<file path="src/charger_status_pkg.sv">
// Purpose: shared constants and carrier types for the charger status bank
// Assumes: 8-bit register space reached through the device's serial register port
// Notes: all status bits are live, read-only views of the charger's conditions
package charger_status_pkg;

  // register addresses
  localparam logic [7:0] TEMP_BOOST_STATUS_ADDR = 8'h1F;
  localparam logic [7:0] PROT_FAULT_STATUS_ADDR = 8'h20;

  // values after reset
  localparam logic [7:0] TEMP_BOOST_STATUS_RESET = 8'h00;
  localparam logic [7:0] PROT_FAULT_STATUS_RESET = 8'h00;
  localparam logic [7:0] READ_ZERO = 8'h00;

  // temperature and boost status field positions
  localparam int unsigned BIT_BATTERY_LOW_FOR_BOOST = 4;
  localparam int unsigned BIT_THERMISTOR_BAND_COLD = 3;
  localparam int unsigned BIT_THERMISTOR_BAND_COOL = 2;
  localparam int unsigned BIT_THERMISTOR_BAND_WARM = 1;
  localparam int unsigned BIT_THERMISTOR_BAND_HOT = 0;
  localparam logic [2:0] TEMP_RESERVED_BITS = 3'h0;

  // protection fault status field positions
  localparam int unsigned BIT_DISCHARGE_CURRENT_REGULATING = 7;
  localparam int unsigned BIT_BUS_OVERVOLTAGE = 6;
  localparam int unsigned BIT_BATTERY_OVERVOLTAGE = 5;
  localparam int unsigned BIT_BUS_OVERCURRENT = 4;
  localparam int unsigned BIT_BATTERY_OVERCURRENT = 3;
  localparam int unsigned BIT_CONVERTER_OVERCURRENT = 2;
  localparam int unsigned BIT_INPUT_TWO_OVERVOLTAGE = 1;
  localparam int unsigned BIT_INPUT_ONE_OVERVOLTAGE = 0;

  // thermistor comparator outputs, one per threshold
  typedef struct packed {
    logic above_t5;
    logic above_t3;
    logic below_t2;
    logic below_t1;
  } therm_cmp_t;

  // conditions feeding the temperature and boost status register
  typedef struct packed {
    logic battery_low_for_boost;
    therm_cmp_t therm;
  } temp_cond_t;

  // conditions feeding the protection fault register, in bit order 7..0
  typedef struct packed {
    logic discharge_current_regulating;
    logic bus_overvoltage_active;
    logic battery_overvoltage_active;
    logic bus_overcurrent_active;
    logic battery_overcurrent_active;
    logic converter_overcurrent_active;
    logic input_two_overvoltage_active;
    logic input_one_overvoltage_active;
  } fault_cond_t;

  // register port request from the serial front end
  typedef struct packed {
    logic rd;
    logic wr;
    logic [7:0] addr;
    logic [7:0] wdata;
  } reg_req_t;

  // register port answer
  typedef struct packed {
    logic valid;
    logic unmapped;
    logic [7:0] data;
  } reg_resp_t;

endpackage

</file>
<file path="src/status_follow.sv">
// Purpose: bank of status flops that track live condition inputs
// Assumes: conditions are synchronous to clk_sys
// Notes: no stickiness; each bit is one cycle behind its condition
`timescale 1ns/10ps
`default_nettype none
module status_follow #(
  parameter int unsigned WIDTH = 8,
  parameter logic [WIDTH-1:0] RESET_VALUE = '0
) (
  // clock and reset
  input wire logic clk_sys,
  input wire logic reset_n,
  // live conditions
  input wire logic [WIDTH-1:0] cond,
  // registered status
  output logic [WIDTH-1:0] status_r
);

  for (genvar i = 0; i < WIDTH; i++) begin : g_bit
    always_ff @(posedge clk_sys) begin
      if (!reset_n) begin
        status_r[i] <= RESET_VALUE[i];
      end else begin
        status_r[i] <= cond[i];
      end
    end
  end

endmodule
`default_nettype wire

</file>
<file path="src/charger_fault_status_bank.sv">
// Purpose: read-only temperature/boost and protection fault status registers
// Assumes: serial register port decodes frames and presents one-cycle requests
// Notes: bits follow live conditions; reads never clear anything
`timescale 1ns/10ps
`default_nettype none

module charger_fault_status_bank
  import charger_status_pkg::*;
(
  // clock and reset
  input wire logic clk_sys,
  input wire logic reset_n,
  // live conditions from the analog front end
  input wire temp_cond_t temp_cond,
  input wire fault_cond_t fault_cond,
  // register port from the serial front end
  input wire reg_req_t reg_req,
  output var reg_resp_t reg_resp_r,
  output logic write_ignored_r,
  // status views for the device's own flag logic
  output logic [7:0] temp_boost_status_r,
  output logic [7:0] protection_fault_status_r
);

  logic [7:0] temp_cond_bits;
  logic [7:0] read_mux;
  logic addr_hit;
  logic thermistor_band_cold;
  logic thermistor_band_cool;
  logic thermistor_band_warm;
  logic thermistor_band_hot;

  // band decode from threshold comparators; normal band between T2 and T3 sets none
  always_comb begin
    thermistor_band_cold = temp_cond.therm.below_t1;
    thermistor_band_cool = !temp_cond.therm.below_t1 && temp_cond.therm.below_t2;
    thermistor_band_warm = temp_cond.therm.above_t3 && !temp_cond.therm.above_t5;
    thermistor_band_hot = temp_cond.therm.above_t5;
  end

  always_comb begin
    temp_cond_bits = {TEMP_RESERVED_BITS, 5'h00};
    temp_cond_bits[BIT_BATTERY_LOW_FOR_BOOST] = temp_cond.battery_low_for_boost;
    temp_cond_bits[BIT_THERMISTOR_BAND_COLD] = thermistor_band_cold;
    temp_cond_bits[BIT_THERMISTOR_BAND_COOL] = thermistor_band_cool;
    temp_cond_bits[BIT_THERMISTOR_BAND_WARM] = thermistor_band_warm;
    temp_cond_bits[BIT_THERMISTOR_BAND_HOT] = thermistor_band_hot;
  end

  // live tracking: no latch, so a cleared condition clears its bit unaided
  status_follow #(
    .WIDTH(8),
    .RESET_VALUE(TEMP_BOOST_STATUS_RESET)
  ) u_temp_status (
    .clk_sys(clk_sys),
    .reset_n(reset_n),
    .cond(temp_cond_bits),
    .status_r(temp_boost_status_r)
  );

  // struct field order matches the register's bit order
  status_follow #(
    .WIDTH(8),
    .RESET_VALUE(PROT_FAULT_STATUS_RESET)
  ) u_fault_status (
    .clk_sys(clk_sys),
    .reset_n(reset_n),
    .cond(fault_cond),
    .status_r(protection_fault_status_r)
  );

  // address decode; unmapped addresses read as zero
  always_comb begin
    addr_hit = 1'b1;
    case (reg_req.addr)
      TEMP_BOOST_STATUS_ADDR: read_mux = temp_boost_status_r;
      PROT_FAULT_STATUS_ADDR: read_mux = protection_fault_status_r;
      default: begin
        read_mux = READ_ZERO;
        addr_hit = 1'b0;
      end
    endcase
  end

  // one-cycle read answer; a read beside a write is still served
  always_ff @(posedge clk_sys) begin
    if (!reset_n) begin
      reg_resp_r <= '0;
    end else begin
      reg_resp_r.valid <= reg_req.rd;
      reg_resp_r.unmapped <= reg_req.rd && !addr_hit;
      reg_resp_r.data <= reg_req.rd ? read_mux : READ_ZERO;
    end
  end

  // writes have no path into the status flops, only this report
  always_ff @(posedge clk_sys) begin
    if (!reset_n) begin
      write_ignored_r <= 1'b0;
    end else begin
      write_ignored_r <= reg_req.wr;
    end
  end

  logic rd_temp;
  logic rd_fault;
  assign rd_temp = reg_req.rd && (reg_req.addr == TEMP_BOOST_STATUS_ADDR);
  assign rd_fault = reg_req.rd && (reg_req.addr == PROT_FAULT_STATUS_ADDR);

  // flat view of the fault conditions for per-bit checks
  logic [7:0] fault_cond_bits;
  assign fault_cond_bits = fault_cond;

  // each fault bit rises and falls one cycle after its condition
  for (genvar b = 0; b < $bits(fault_cond_t); b++) begin : g_fault_chk

  end
endmodule
`default_nettype wire

</file>
<file path="config.mk">
export PLATFORM = sky130hd
export DESIGN_NAME = charger_fault_status_bank
export DESIGN_NICKNAME = d
export VERILOG_FILES = /design/src/charger_status_pkg.sv /design/src/status_follow.sv /design/src/charger_fault_status_bank.sv
export SDC_FILE = /design/constraint.sdc
export NUM_CORES = 1
export LEC_CHECK = 0
export BUFFER_PORTS_ARGS = -buffer_cell sky130_fd_sc_hd__buf_2
export CAP_MARGIN = 20
export CORE_MARGIN = 8
export CORE_UTILIZATION = 36
export CTS_CLUSTER_DIAMETER = 60
export DETAILED_ROUTE_END_ITERATION = 8
export GPL_ROUTABILITY_DRIVEN = 0
export MAX_ROUTING_LAYER = met4
export PLACE_DENSITY = 0.73
export SETUP_SLACK_MARGIN = 0.02
export SYNTH_ARGS = -nofsm -noshare
export SYNTH_HDL_FRONTEND = slang
export SYNTH_HIERARCHICAL = 1
export SYNTH_SLANG_ARGS = --single-unit
export TNS_END_PERCENT = 100
</file>
<file path="constraint.sdc">
create_clock -name clk_sys -period 1 [get_ports clk_sys]
set_clock_uncertainty 0.1 [all_clocks]
set_input_delay 0.05 -clock clk_sys [delete_from_list [all_inputs] [get_ports clk_sys]]
set_output_delay 0.05 -clock clk_sys [all_outputs]
set_load 0.1 [all_outputs]
</file>
# --- Word level (Yosys, flattened, before mapping) ---
# Cells that the tools add are included.
totals:
  out_inout_bits: 27
  in_bits: 33
  reg_bits: 24
classes:
  muxes: 2
  n_reduce_logical: 8
  n_eq_ne: 2
ops:
  columns: ["op", "n"]
  rows:
  - ["8-bit case mux with 2 select lines", 1]
  - ["8-bit by 5-bit equality test with 1-bit output (second input constant)", 1]
  - ["8-bit by 6-bit equality test with 1-bit output (second input constant)", 1]
  - ["1-bit logical AND", 3]
  - ["1-bit logical NOT", 3]
  - ["2-bit AND reduction", 1]
  - ["2-bit OR reduction", 1]
  - ["1-bit two-way mux", 1]

# --- Logic depth before layout (Yosys ltp) ---
logic_depth:
  ltp_word: 5
  mapped_depth: 4

# --- Modules after synthesis ---
# Netlist, hierarchy kept.
by_module_without_submodules:
  columns: ["mod", "seq_area_each_um2", "n_inst", "area_each_um2", "cells_each"]
  rows:
  - ["charger_fault_status_bank", 220.2, 1, 488.0, 52]
  - ["status_follow", 160.2, 2, 210.2, 16]

# --- Worst setup path after synthesis ---
# OpenSTA, ideal clock, no wires.
synth_path:
  kind: "register -> register"
  start: "register u_fault_status.status_r[7]"
  end: "register reg_resp_r[7] (netlist bit)"
  arrival_ns: 1.355
  setup_ns: 0.071
  period_less_slack_ns: 1.526
  path_stages_with_launch: 4
  required_ns: 0.829
  setup_slack_ns: -0.526
  cell_sequence: "dfxtp_1 -> nor3b_1 -> nand2_1 -> a21oi_1"
synth_between:
  elab_chain_cells: 1
synth_rtl:
  columns: ["element", "line", "source"]
  rows:
  - ["start: declaration", "status_follow.sv:16", "output logic [WIDTH-1:0] status_r"]
  - ["start signal: indexed assignment", "status_follow.sv:22", "status_r[i] <= RESET_VALUE[i];"]
  - ["start signal: indexed assignment", "status_follow.sv:24", "status_r[i] <= cond[i];"]
  - ["8-bit case mux with 2 select lines", "charger_fault_status_bank.sv:75", "case (reg_req.addr)"]
  - ["end: declaration", "charger_fault_status_bank.sv:18", "output var reg_resp_t reg_resp_r,"]
# Every way passes these cells.
# A chain may end at the register's enable or synchronous reset.

# --- Worst setup path after layout ---
layout_path:
  start: "register u_temp_status.status_r[4]"
  end: "output temp_boost_status_r[4]"
layout_rtl:
  columns: ["element", "line", "source"]
  rows:
  - ["start: declaration", "status_follow.sv:16", null]
  - ["start signal: indexed assignment", "status_follow.sv:22", null]
  - ["start signal: indexed assignment", "status_follow.sv:24", null]
  - ["end: declaration", "charger_fault_status_bank.sv:21", "output logic [7:0] temp_boost_status_r,"]
# No word-level cell between the ends.

==> run metrics <==
run status finished with violations; failing checks hold timing, setup timing; R2R depth 3; initial core utilization 37.3%; Worst path slowest cell dfxtp_4; share of cells above drive strength 1 59.6%; # rows 18; R2R setup slack about 0.080 ns; Required @ worst endpoint 0.85 ns; I/O pin count 60; Mapped Avg Cell Area around 11 um^2; worst-case setup slack after placement -0.109 ns; P&R area growth vs syn 113%; DPL Wire Length 2200 um; vias 923; synth unique cells 17; GR Overflow Total 0; Synth Register Bits 27; largest net degree at the start of global routing 18; Bufs on Longest Clock Path 2; H-tree depth 1; DRC viols 0; root buf cell clkbuf_4; critical path launch point type register; Pwr Density 1180 nW/um^2; die area between 4000 and 5000 um^2; post-route design area 1930 um^2; Die W about 66 um; Buf+Inv Stages, Crit Path 1; kind of critical path reg -> out; Worst Hold Depth 4; initial antenna violation count 0; TritonCTS clock tree yes; First DRT Iteration DRCs 41; total track usage 15.4%; hold_ws -0.0132 ns; vias in the first global route 1028; DRT Wirelength 2940 um; max cap viols 0; final worst path period share 105%; Critical Path AT 0.90 ns; final hold vios 1; Lkg Pwr 0.804 nW; Final min period 1.05 ns; placed inst area 1720 um^2; # nets final 200; synth warn 6; drt wl/cell 15.0 um; HP Class in -> reg; Finish-stage setup viols 27; Critical Path, Cell by Cell buf_12; worst-path maximum fanout 2; largest vdd supply drop 1060 uV; RR Startpoint u_fault_status/status_r[7]; Top Family by Delay on Critical Path flip-flops; Fmax achieved between 900 and 1000 MHz; Largest stage delay, worst path roughly 0.39 ns; post-synthesis sequential area ratio about three fifths; CP endpoint kind output port; Min-Delay Startpoint reg_req[14]; Worst-path clk slew 0.15 ns; worst setup margin -0.0547 ns; max-slew violations 0; TritonRoute pass-1 iters 4; Synth Cell Area 908 um^2; worst r2r dst reg_resp_r[7]; global-route wire length before repair between 4000 and 5000 um; Final ANT Viol Nets 0; CTS buffer count 3; Die Height 66.2 um; antenna cell count 0; Clock Latency Late Sink 0.34 ns; I/O Buffers 51; post-route setup TNS -0.845 ns; Hold EP reg_resp_r[8]; Core ar. 2430 um^2; RSZ-0062 raised after global routing true; DR vias/cell 4.71; CTS Sinks 27; Syn Inst Count between 80 and 90
repair_timing:
item                       in CTS  in global routing
setup endpoints to repair      27                 27
buffers inserted                4                  0
resized for setup               1                  0
hold endpoints to repair       16                  0
hold buffers                   15                  0
state kept, by name, indices dropped and copies added (netlist names):
register                 cells
u_temp_status/status_r       8
write_ignored_r              1
u_fault_status/status_r      8
reg_resp_r                  10
power breakdown:
group	total, W	leakage, nW	switching [W]	internal (W)
Sequential	0.00114	0.237	0.0000415	0.00110
Combinational	0.000665	0.549	0.000387	0.000277
Clock	0.000466	0.0177	0.000315	0.000151
stage by stage:
step,hold WS [ns],cells,utilization (%),power (W)
2_1_floorplan,0.0709,86,-,0.00150
3_3_place_gp,0.151,173,70.8,0.00176
3_5_place_dp,0.157,173,70.8,0.00177
4_1_cts,-0.00477,196,79.4,0.00227
5_1_grt,0.00227,196,79.4,0.00236
6_report,-0.0132,196,79.4,0.00227
worst reg2reg max path: stages, from the launching register on:
cell	delay, ns
dfxtp_4	0.39
nor3b_2	0.17
nand2_1	0.08
a21oi_1	0.12
layout by cell type (no fill, tap or decap), types with 8 or more instances in the layout:
master / count
buf_12: 27
buf_2: 24
and2_1: 17
dfxtp_4: 16
dlygate4sd3_1: 15
buf_4: 13
dfxtp_2: 11
nand4_1: 9
nand3_1: 8
a21oi_1: 8
synth_stat cells:
cell type | number | share of area, %
nor3b_1 | 1 | 0.83
dlymetal6s2s_1 | 1 | 1.4
buf_6 | 1 | 1.2
a21oi_1 | 8 | 4.4
dfxtp_1 | 27 | 60
nor2b_1 | 2 | 1.4
nor2_1 | 2 | 0.83
nand3_1 | 8 | 4.4
and4b_2 | 1 | 1.2
and3_1 | 1 | 0.69
and2_2 | 1 | 0.83
and2_1 | 17 | 12
clkbuf_8 | 1 | 1.5
nor4b_4 | 1 | 2.6
nand4_1 | 9 | 6.2
nand2_1 | 2 | 0.83
conb_1 | 1 | 0.41
cells by family after synthesis:
logic type / after synthesis / synth area share (%)
flip-flops: 27 / 59.5
AND/OR/NAND/NOR: 45 / 31.5
other: 1 / 0.413
buffers and inverters: 3 / 4.13
AO/OA/AOI/OAI: 8 / 4.41
worst max path at each step:
| stage | from | end | slack [ns] | cells after the start |
|---|---|---|---|---|
| floorplan | u_fault_status/status_r[7] | reg_resp_r[7] | -0.06 | 3 |
| global placement | reg_req[9] | reg_resp_r[5] | -0.05 | 5 |
| detailed placement | reg_req[9] | reg_resp_r[2] | -0.11 | 5 |
| CTS | u_temp_status/status_r[4] | temp_boost_status_r[4] | -0.04 | 1 |
| global route | u_temp_status/status_r[4] | temp_boost_status_r[4] | -0.09 | 1 |
| finish | u_temp_status/status_r[4] | temp_boost_status_r[4] | -0.05 | 1 |
layer usage:
| metal | GRT usage [%] | share of wire (%) | vias to the layer above |
|---|---|---|---|
| met5 | - | 0 | - |
| met4 | 8.00 | 2.2 | 0 |
| met3 | 4.75 | 8.8 | 5 |
| met2 | 27.3 | 53 | 42 |
| met1 | 14.6 | 36 | 422 |
| li1 | - | - | 454 |
layout make-up:
cell class              instances  area, um^2
multi-input cells              56         343
repair buffers                 79         908
well taps                      30        37.5
fillers                       146         502
clock buffers                   3        22.5
clock inverters                 1        5.00
flip-flops and latches         27         614
Power figures use the tool's default switching activity.
